## config.mk

```make
export PLATFORM = sky130hd
export DESIGN_NAME = pmd_sequencer
export DESIGN_NICKNAME = d
export VERILOG_FILES = /design/src/design/pmd_pkg.sv /design/src/design/pmd_refresh_timer.sv /design/src/design/pmd_sequencer.sv
export VERILOG_INCLUDE_DIRS = /design/src /design/src/design
export SDC_FILE = /design/constraint.sdc
export NUM_CORES = 1
export LEC_CHECK = 0
export ABC_AREA = 1
export BUFFER_PORTS_ARGS = -buffer_cell sky130_fd_sc_hd__clkbuf_2
export CORE_MARGIN = 4
export CORE_UTILIZATION = 54
export CTS_CLUSTER_SIZE = 12
export DETAILED_ROUTE_END_ITERATION = 12
export PLACE_DENSITY = 0.85
export RECOVER_POWER = 100
export SYNTH_ARGS = -nofsm -noshare
export SYNTH_HDL_FRONTEND = slang
export SYNTH_SLANG_ARGS = --single-unit
```

## constraint.sdc

```tcl
create_clock -name sys_clk -period 8.1 [get_ports sys_clk]
set_input_delay 1.215 -clock sys_clk [delete_from_list [all_inputs] [get_ports sys_clk]]
set_output_delay 1.215 -clock sys_clk [all_outputs]
set_load 0.05 [all_outputs]
```

## src/design/pmd_cfg.svh

```systemverilog
// Overview of operation
// - Read seen: RAS goes low one clock later.
// - Single read data handed to processor three clocks after RAS falls.
// - Each read gives RAS one precharge clock before and two after.
// - Single read takes six clocks from strobe to end of refill.
// - After a write, hold RAS low in page-mode idle.
// - Leaving page idle for refresh or non-page access raises RAS first.
// - Write after read: no extra precharge, five clocks strobe to strobe end.
// - Same-row write in page idle: RAS held, CAS cycled, three clocks.
// - Page-mode write sequence ends with RAS still low, back in page idle.
// - Different-row write in page idle: raise RAS and CAS, precharge, eight clocks.
// - Read after write gets one extra RAS precharge clock.
// - Quad read throttled: two idle clocks between words, six in all.
// - Controller refreshes DRAM itself, arbitrating against reads and writes.
// - Processor page hint decides whether a write may run in page mode.
// - Partial writes take no extra clocks; byte CAS lanes, no read-modify-write.
`ifndef PMD_CFG_SVH
`define PMD_CFG_SVH

`define PMD_ROW_W        10
`define PMD_COL_W        10
`define PMD_ADDR_W       20
`define PMD_DATA_W       32
`define PMD_LANES        4

`define PMD_CLK_NS       10
`define PMD_REF_NS       15600
`define PMD_REF_CYC      (`PMD_REF_NS / `PMD_CLK_NS)
`define PMD_REF_CNT_W    11

`define PMD_XPRE_LD      3'h1
`define PMD_NPPRE_LD     3'h2
`define PMD_TAIL_LD      3'h1
`define PMD_REFPRE_LD    3'h1
`define PMD_REFHOLD_LD   3'h1
`define PMD_REFEND_LD    3'h1
`define PMD_QUAD_LAST    2'h3

`endif

```

## src/design/pmd_pkg.sv

```systemverilog
`include "pmd_cfg.svh"
package pmd_pkg;

  typedef enum logic [4:0] {
    IDLE, RD_XPRE, RD_ROW, RD_COL, RD_WAIT, RD_GAP, RD_TAIL,
    WR_ROW, WR_CAS, WR_HOLD, WR_END, PG_CAS, PAGE_IDLE, NP_PRE,
    REF_PRE, REF_CAS, REF_RAS, REF_HOLD, REF_END
  } pmd_st_t;

  typedef struct packed {
    logic [`PMD_ROW_W-1:0]  row;
    logic [`PMD_COL_W-1:0]  col;
    logic [`PMD_DATA_W-1:0] wdata;
    logic [`PMD_LANES-1:0]  be;
    logic                   quad;
  } pmd_req_t;

  typedef struct packed {
    pmd_st_t                st;
    logic [2:0]             cnt;
    logic [1:0]             word;
    pmd_req_t               req;
    logic [`PMD_ROW_W-1:0]  last_row;
    logic                   ref_pend;
    logic                   ras_b;
    logic [`PMD_LANES-1:0]  cas_b;
    logic                   we_b;
    logic [`PMD_COL_W-1:0]  dram_addr;
    logic                   dq_oe;
    logic [`PMD_DATA_W-1:0] rd_data;
    logic                   rd_valid;
    logic                   rd_last;
  } pmd_seq_t;

  typedef struct packed {
    logic [`PMD_REF_CNT_W-1:0] cnt;
    logic                      tick;
  } pmd_tmr_t;

endpackage

```

## src/design/pmd_refresh_timer.sv

```systemverilog
`timescale 1ns/1ns
`include "pmd_cfg.svh"
module pmd_refresh_timer (
  input  wire logic sys_clk,
  input  wire logic rst_b,
  output logic      tick
);
  pmd_pkg::pmd_tmr_t s_r;
  pmd_pkg::pmd_tmr_t s_nxt;

  always_comb begin
    s_nxt      = s_r;
    s_nxt.tick = 1'b0;
    if (s_r.cnt == '0) begin
      s_nxt.cnt  = `PMD_REF_CNT_W'(`PMD_REF_CYC - 1);
      s_nxt.tick = 1'b1;
    end else begin
      s_nxt.cnt = s_r.cnt - 1'b1;
    end
  end

  always_ff @(posedge sys_clk or negedge rst_b) begin
    if (!rst_b) begin
      s_r <= '0;
    end else begin
      s_r <= s_nxt;
    end
  end

  assign tick = s_r.tick;
endmodule

```

## src/design/pmd_sequencer.sv

```systemverilog
`timescale 1ns/1ns
`include "pmd_cfg.svh"
module pmd_sequencer (
  input  wire logic                   sys_clk,
  input  wire logic                   rst_b,
  input  wire logic                   rd_req,
  input  wire logic                   wr_req,
  input  wire logic                   quad_req,
  input  wire logic                   page_hint_output,
  input  wire logic [`PMD_ADDR_W-1:0] cpu_addr,
  input  wire logic [`PMD_DATA_W-1:0] cpu_wdata,
  input  wire logic [`PMD_LANES-1:0]  cpu_be,
  output logic [`PMD_DATA_W-1:0]      rd_data,
  output logic                        rd_valid,
  output logic                        rd_last,
  output logic                        wr_ack,
  output logic                        busy,
  output logic                        ras_b,
  output logic [`PMD_LANES-1:0]       cas_b,
  output logic                        we_b,
  output logic [`PMD_COL_W-1:0]       dram_addr,
  input  wire logic [`PMD_DATA_W-1:0] dram_dq_i,
  output logic [`PMD_DATA_W-1:0]      dram_dq_o,
  output logic                        dram_dq_oe
);
  pmd_pkg::pmd_seq_t s_r;
  pmd_pkg::pmd_seq_t s_nxt;
  logic              ref_tick;
  logic              row_hit;

  pmd_refresh_timer u_timer (
    .sys_clk (sys_clk),
    .rst_b   (rst_b),
    .tick    (ref_tick)
  );

  // Page only when the processor hints it and the row still matches
  assign row_hit = page_hint_output && (cpu_addr[`PMD_ADDR_W-1:`PMD_COL_W] == s_r.last_row);

  always_comb begin
    s_nxt          = s_r;
    s_nxt.rd_valid = 1'b0;
    s_nxt.rd_last  = 1'b0;
    // Tick beats a clear in the same cycle
    if (ref_tick) begin
      s_nxt.ref_pend = 1'b1;
    end
    unique case (s_r.st)
      pmd_pkg::IDLE: begin
        // Refresh first: a late refresh loses data, a late access only waits
        if (s_r.ref_pend) begin
          s_nxt.st = pmd_pkg::REF_CAS;
        end else if (rd_req) begin
          s_nxt.st       = pmd_pkg::RD_ROW;
          s_nxt.word     = '0;
          s_nxt.req.quad = quad_req;
        end else if (wr_req) begin
          s_nxt.st = pmd_pkg::WR_ROW;
        end
      end
      pmd_pkg::PAGE_IDLE: begin
        if (s_r.ref_pend) begin
          s_nxt.st  = pmd_pkg::REF_PRE;
          s_nxt.cnt = `PMD_REFPRE_LD;
        end else if (rd_req) begin
          s_nxt.st       = pmd_pkg::RD_XPRE;
          s_nxt.cnt      = `PMD_XPRE_LD;
          s_nxt.word     = '0;
          s_nxt.req.quad = quad_req;
        end else if (wr_req && row_hit) begin
          s_nxt.st = pmd_pkg::PG_CAS;
        end else if (wr_req) begin
          s_nxt.st  = pmd_pkg::NP_PRE;
          s_nxt.cnt = `PMD_NPPRE_LD;
        end
      end
      pmd_pkg::RD_XPRE: begin
        if (s_r.cnt == '0) begin
          s_nxt.st = pmd_pkg::RD_ROW;
        end else begin
          s_nxt.cnt = s_r.cnt - 1'b1;
        end
      end
      pmd_pkg::RD_ROW: s_nxt.st = pmd_pkg::RD_COL;
      pmd_pkg::RD_COL: s_nxt.st = pmd_pkg::RD_WAIT;
      pmd_pkg::RD_WAIT: begin
        // Word lands three clocks after RAS fell
        s_nxt.rd_data  = dram_dq_i;
        s_nxt.rd_valid = 1'b1;
        if (!s_r.req.quad || s_r.word == `PMD_QUAD_LAST) begin
          s_nxt.rd_last = 1'b1;
          s_nxt.st      = pmd_pkg::RD_TAIL;
          s_nxt.cnt     = `PMD_TAIL_LD;
        end else begin
          s_nxt.st   = pmd_pkg::RD_GAP;
          s_nxt.word = s_r.word + 1'b1;
        end
      end
      pmd_pkg::RD_GAP: s_nxt.st = pmd_pkg::RD_COL;
      pmd_pkg::RD_TAIL: begin
        if (s_r.cnt == '0) begin
          s_nxt.st = pmd_pkg::IDLE;
        end else begin
          s_nxt.cnt = s_r.cnt - 1'b1;
        end
      end
      pmd_pkg::NP_PRE: begin
        if (s_r.cnt == '0) begin
          s_nxt.st = pmd_pkg::WR_ROW;
        end else begin
          s_nxt.cnt = s_r.cnt - 1'b1;
        end
      end
      pmd_pkg::WR_ROW:  s_nxt.st = pmd_pkg::WR_CAS;
      pmd_pkg::WR_CAS:  s_nxt.st = pmd_pkg::WR_HOLD;
      pmd_pkg::WR_HOLD: s_nxt.st = pmd_pkg::WR_END;
      pmd_pkg::PG_CAS:  s_nxt.st = pmd_pkg::WR_END;
      pmd_pkg::WR_END: begin
        s_nxt.st       = pmd_pkg::PAGE_IDLE;
        s_nxt.last_row = s_r.req.row;
      end
      pmd_pkg::REF_PRE: begin
        if (s_r.cnt == '0) begin
          s_nxt.st = pmd_pkg::REF_CAS;
        end else begin
          s_nxt.cnt = s_r.cnt - 1'b1;
        end
      end
      pmd_pkg::REF_CAS: begin
        s_nxt.st       = pmd_pkg::REF_RAS;
        s_nxt.ref_pend = ref_tick;
      end
      pmd_pkg::REF_RAS: begin
        s_nxt.st  = pmd_pkg::REF_HOLD;
        s_nxt.cnt = `PMD_REFHOLD_LD;
      end
      pmd_pkg::REF_HOLD: begin
        if (s_r.cnt == '0) begin
          s_nxt.st  = pmd_pkg::REF_END;
          s_nxt.cnt = `PMD_REFEND_LD;
        end else begin
          s_nxt.cnt = s_r.cnt - 1'b1;
        end
      end
      pmd_pkg::REF_END: begin
        if (s_r.cnt == '0) begin
          s_nxt.st = pmd_pkg::IDLE;
        end else begin
          s_nxt.cnt = s_r.cnt - 1'b1;
        end
      end
      default: s_nxt.st = pmd_pkg::IDLE;
    endcase

    // Capture the request on the cycle it is taken
    if ((s_r.st == pmd_pkg::IDLE || s_r.st == pmd_pkg::PAGE_IDLE) && s_nxt.st != s_r.st) begin
      s_nxt.req.row   = cpu_addr[`PMD_ADDR_W-1:`PMD_COL_W];
      s_nxt.req.col   = cpu_addr[`PMD_COL_W-1:0];
      s_nxt.req.wdata = cpu_wdata;
      s_nxt.req.be    = cpu_be;
    end

    // Pins decoded from the next state so they come straight from flops
    s_nxt.ras_b = 1'b1;
    s_nxt.cas_b = '1;
    s_nxt.we_b  = 1'b1;
    s_nxt.dq_oe = 1'b0;
    s_nxt.dram_addr = s_nxt.req.row;
    unique case (s_nxt.st)
      pmd_pkg::RD_ROW, pmd_pkg::RD_GAP, pmd_pkg::WR_ROW, pmd_pkg::WR_END, pmd_pkg::PAGE_IDLE: begin
        s_nxt.ras_b = 1'b0;
      end
      pmd_pkg::RD_COL, pmd_pkg::RD_WAIT: begin
        s_nxt.ras_b     = 1'b0;
        s_nxt.cas_b     = '0;
        s_nxt.dram_addr = {s_nxt.req.col[`PMD_COL_W-1:2], s_nxt.req.col[1:0] + s_nxt.word};
      end
      pmd_pkg::WR_CAS, pmd_pkg::WR_HOLD, pmd_pkg::PG_CAS: begin
        // Byte lanes strobed alone, so a partial store costs nothing extra
        s_nxt.ras_b     = 1'b0;
        s_nxt.cas_b     = ~s_nxt.req.be;
        s_nxt.we_b      = 1'b0;
        s_nxt.dq_oe     = 1'b1;
        s_nxt.dram_addr = s_nxt.req.col;
      end
      pmd_pkg::REF_CAS: s_nxt.cas_b = '0;
      pmd_pkg::REF_RAS, pmd_pkg::REF_HOLD: begin
        s_nxt.ras_b = 1'b0;
        s_nxt.cas_b = '0;
      end
      default: s_nxt.ras_b = 1'b1;
    endcase
  end

  always_ff @(posedge sys_clk or negedge rst_b) begin
    if (!rst_b) begin
      s_r       <= '0;
      s_r.st    <= pmd_pkg::IDLE;
      s_r.ras_b <= 1'b1;
      s_r.cas_b <= '1;
      s_r.we_b  <= 1'b1;
    end else begin
      s_r <= s_nxt;
    end
  end

  assign rd_data    = s_r.rd_data;
  assign rd_valid   = s_r.rd_valid;
  assign rd_last    = s_r.rd_last;
  assign wr_ack     = (s_r.st == pmd_pkg::WR_END);
  assign busy       = (s_r.st != pmd_pkg::IDLE) && (s_r.st != pmd_pkg::PAGE_IDLE);
  assign ras_b      = s_r.ras_b;
  assign cas_b      = s_r.cas_b;
  assign we_b       = s_r.we_b;
  assign dram_addr  = s_r.dram_addr;
  assign dram_dq_o  = s_r.req.wdata;
  assign dram_dq_oe = s_r.dq_oe;

  logic rd_take;
  logic pg_take;
  assign rd_take = (s_r.st == pmd_pkg::IDLE) && !s_r.ref_pend && rd_req;
  assign pg_take = (s_r.st == pmd_pkg::PAGE_IDLE) && !s_r.ref_pend && !rd_req && wr_req;
endmodule

```

Yosys cells after proc, flatten, opt, wreduce, memory -nomap -nowiden
Index checks and enable logic that the tools add are counted.
- bits in registers: 141
- input bits: 94
- output and inout bits: 85
- word-level logic and storage cells: 124
- add/sub/neg operators: 4
- equal/unequal tests: 39
- muxes and demuxes: 35
- bitwise gates (word level): 2
- reduce and logical (&&, ||, !) cells: 24
- operator list (operator ; number):
    case mux 5 bit (16 select lines) ; 1
    equality test 5 x 4 -> 1 bit (second input constant) ; 14
    2-to-1 mux 56 bit ; 1
    2-to-1 mux 5 bit ; 9
    equality test 5 x 3 -> 1 bit (second input constant) ; 7
    equality test 5 bit (second input constant) ; 5
    2-to-1 mux 8 bit ; 3
    equality test 5 x 2 -> 1 bit (second input constant) ; 4
    case mux 10 bit (2 select lines) ; 1
    case mux 3 bit (5 select lines) ; 1
    2-to-1 mux 3 bit ; 4
    OR reduction 12 bit ; 1
    logical NOT 11 bit ; 1
    2-to-1 mux 11 bit ; 1
    subtractor 11 x 1 -> 11 bit (second input constant) ; 1
    equality test 10 bit ; 1
    2-to-1 mux 2 bit ; 5
    nonzero test 5 bit ; 2
    OR reduction 2 bit ; 5
    OR reduction 5 bit ; 2
    != test 4 bit (second input constant) ; 2
    case mux 4 bit (2 select lines) ; 1
    2-to-1 mux 1 bit ; 7
    equality test 5 x 1 -> 1 bit (second input constant) ; 1
    19 further kinds ; 24

Longest topological paths before layout
- depth after elaboration: 12
- depth in mapped cells: 25
- mapped depth without buffers: 24

Hierarchy
From an unflattened synthesis, not the netlist that was laid out.
- cells, all modules: 919
- area, all modules: 7231.9 sq um
- modules (own cells, without submodules) (module ; instances ; cells an instance ; area an instance (sq um) ; sequential area each (sq um)):
    pmd_sequencer ; 1 ; 836 ; 6552.5 ; 3235.6
    pmd_refresh_timer ; 1 ; 83 ; 679.4 ; 300.3

Worst setup path after synthesis
No wires, ideal clock.
- path kind: in2reg
- start point: input rd_req
- end point: register s_r (netlist bit dram_addr[1])
- library setup time: 0.124 ns
- arrival: 3.308 ns
- path slack: 4.668 ns
- cell stages on the path: 20
- buffers on the path: 1
- cell sequence: inv_1 -> nand2_1 -> nor3_1 -> nor2_1 -> nor2_1 -> nand2_1 -> nor2_1 -> nand2_2 -> a21oi_1 -> nand2_4 -> nand2_8 -> buf_6 -> nand2_1 -> and2_1 -> ha_1 -> xnor2_1 -> nor2_1 -> nor2_1 -> nand3_1 -> nand3_1
- RTL lines (element ; line ; text):
    start: declaration ; pmd_sequencer.sv:6 ; input wire logic rd_req,
    end signal: assignment ; pmd_sequencer.sv:203 ; s_r <= s_nxt;
    end: declaration ; pmd_sequencer.sv:26 ; pmd_pkg::pmd_seq_t s_r;

==> flow_metrics.py <==
metrics = {
    "outcome": {
        "run_status": "complete, but fails checks",
        "failed_checks": "max-capacitance violations, max-slew violations",
    },
    "global_routing": {
        "track_usage_pct": 21.7,
        "grt.overflow.total": 0,
        "grt_pass1_wl_um": 25600,
        "antenna_found_initial": 0,
        "first_global_vias": 5417,
        "grt_max_degree": 88,
    },
    "min_path": {
        "holdCritPathClass": "register to register",
    },
    "floorplan": {
        "coreArea_um2": 12700,
        "die_w_um": 122,
        "initial_core_util_pct": 55.4,
        "ios": 179,
        "num_rows": 41,
        "die_area_um2": 15000,
        "die_y_um": 122,
    },
    "timing": {
        "finalCritPeriodShare_pct": 66.7,
        "rsz0062_at_grt": "false",
        "fmax_mhz": 185,
        "tightestPinTransition_ns": 4.55,
        "maxSlewViolCount": 143,
        "slew_headroom_pct": -204,
        "min_period_ns": 5.40,
        "fin_tns_setup_ns": 0,
        "finalClockSkew_ns": 0.0105,
        "hold_viol_final": 0,
        "finalSetupViolations": 0,
    },
    "cells_and_area": {
        "syn_to_final_growth_pct": 11.8,
        "final_common_cell": "nand2_1",
        "antenna_cells": 0,
        "num-fill-cells": 1187,
        "fin_nets": 1062,
        "layout_common_cells": "nand2_1 (316), dfrtp_1 (135), clkbuf_2 (91)",
        "drive_above_1_share_pct": 14.1,
    },
    "cts": {
        "cts_resized": 0,
        "cts.reportedPaths.clkPinSlew_ns": 0.06,
        "cts_tree": "yes",
        "cts_setup_buffers": 0,
        "cts_root_buf": "clkbuf_16",
        "cts.sinks": 141,
        "clockBufferDepth": 2,
        "postCtsHoldBufs": 0,
        "clock_latency_ns": 0.41,
        "cts_buffers": 17,
        "h-tree-depth": 4,
    },
    "yosys": {
        "synth_largest_area_cell": "dfrtp_1",
        "synth_area_um2": 7050,
        "async_flop_share_pct": 100,
        "synth-edff-count": 0,
        "syn_avg_cell_area_um2": 8.13,
        "synthAdderAreaFrac_pct": 0.887,
        "synth_area_leaders": "dfrtp_1 (48%), nand2_1 (17%), buf_4 (8.6%), nand3_1 (5.5%), inv_1 (3.4%)",
        "synth-xor-area-share_pct": 1.12,
        "ys_ff_latch": 141,
        "yosys_warnings": 0,
        "synthMuxAreaShare_pct": 0,
        "synth_top_family_by_area": "simple AND/OR/NAND/NOR gates",
        "synth-compound-area-share_pct": 3.97,
        "seq_area_frac_synth_pct": 50.1,
        "postSynthCellCount": 867,
        "synth_top_area_share_pct": 47.9,
        "synthFlopType": "dfrtp_1",
        "synth_fp_nets": 966,
        "yosys.area_share.simple_pct": 29.8,
        "synth.distinct_cells": 38,
    },
    "routing": {
        "drt_iter0_markers": 441,
        "dr.pass1.iters": 5,
        "wire_per_inst_um": 13.9,
        "postRouteAntennaNets": 0,
        "via_per_inst": 5.00,
        "vias": 5733,
        "routed_wl_um": 15900,
        "drc_errors": 0,
    },
    "run": {
        "maxCapViolations": 2,
    },
    "placed_design": {
        "dp_hpwl_um": 11000,
        "place.gp.congestion": 0.950,
        "io_buffers": 178,
    },
    "critical_path": {
        "critPathRequiredTime_ns": 8.40,
        "crit_type": "register to register",
        "end_kind": "register",
        "crit_path_max_fanout": 64,
        "startpoint_type": "register",
        "cp.arrival_ns": 5.70,
    },
}
## flip-flops by register name, indices dropped and copies added, names as in the netlist, 4 cells and up
signal and flops:
u_timer.s_r 11, dram_dq_o 32, dram_addr 10, rd_data 32, s_r 46, cas_b 4
## worst paths after layout
kind                                startpoint        endpoint  slack, ns  cells after the start
max in group asynchronous                rst_b   dram_dq_o[26]       3.12                      1
worst min register to register  u_timer.s_r[1]  u_timer.s_r[1]       0.43                      1
worst min-delay path            u_timer.s_r[1]  u_timer.s_r[1]       0.43                      1
worst max register to register        s_r[124]    dram_addr[1]       2.70                     20
min in group asynchronous                rst_b         s_r[55]       2.42                      1
worst max-delay path                  s_r[124]    dram_addr[1]       2.70                     20
## through the flow
| step | util (%) | worst slack (ns) | cell area (µm²) | hold WS (ns) | std cells |
|---|---|---|---|---|---|
| after floorplan | - | 4.67 | 7050 | 0.409 | 867 |
| after global placement | 58.5 | 3.72 | 7440 | 0.427 | 1116 |
| after detailed placement | 58.5 | 3.64 | 7440 | 0.425 | 1116 |
| after CTS | 63.3 | 3.65 | 8050 | 0.433 | 1146 |
| after global routing | 62.0 | 2.15 | 7880 | 0.466 | 1146 |
| final | 62.0 | 2.70 | 7880 | 0.429 | 1146 |
## final cells by class
| type | instances | area [µm²] | share of cell area [%] |
|---|---|---|---|
| sequential | 141 | 3540 | 44.9 |
| multi-input combinational | 553 | 2470 | 31.3 |
| timing repair buffer | 179 | 790 | 10.0 |
| clock buffer | 20 | 467 | 5.92 |
| inverter | 71 | 267 | 3.38 |
| tap | 172 | 215 | 2.73 |
| clock inverter | 10 | 139 | 1.76 |
## worst max-delay path, cell delays in order (launching register included)
cell	delay [ns]
dfrtp_1	0.46
nor2_1	0.27
nand4_1	0.27
nand2_1	1.45
nand2_1	0.26
a21oi_1	0.22
nand2_1	0.09
nand2_1	0.20
nand2_1	0.08
nand2_1	0.06
nor2_1	0.06
nand2_4	0.42
nand2_8	0.38
nand2_1	0.22
and2_0	0.19
ha_1	0.17
xnor2_1	0.09
nor2_1	0.11
nor2_1	0.05
nand3_1	0.13
nand3_1	0.07
## kinds of logic after synthesis
kind of cell / Yosys count
XOR/XNOR: 9
adder cells (fa/ha/maj): 5
AND/OR/NAND/NOR: 492
buffers and inverters: 173
flip-flops: 141
AO/OA/AOI/OAI: 47
## synth_stat cells, types with 3 or more instances
cell,count
inv_2,6
buf_6,5
xor2_1,3
inv_1,64
dfrtp_1,135
nand2_1,311
buf_2,4
nor2_1,57
clkbuf_1,10
nor2_2,4
nand3b_1,9
nor3_1,5
nand2_2,5
o21ai_0,18
buf_4,81
o21ai_2,7
xnor2_1,6
nand3_1,77
nand4_1,7
and2_1,11
dfstp_2,6
ha_1,5
a21oi_1,10
o21ai_1,4
## layer usage
metal  GRT usage [%]  share of wire [%]  up-vias
li1                -                  -     2818
met1            28.2                 42     2662
met2            34.4                 48      224
met3            6.59                8.2       29
met4            8.33                2.1        0
met5               0                  0        -
Power is left out: the tool's default activity adds up to more than one toggle a clock period on the data nets, which glitch-free logic cannot reach.
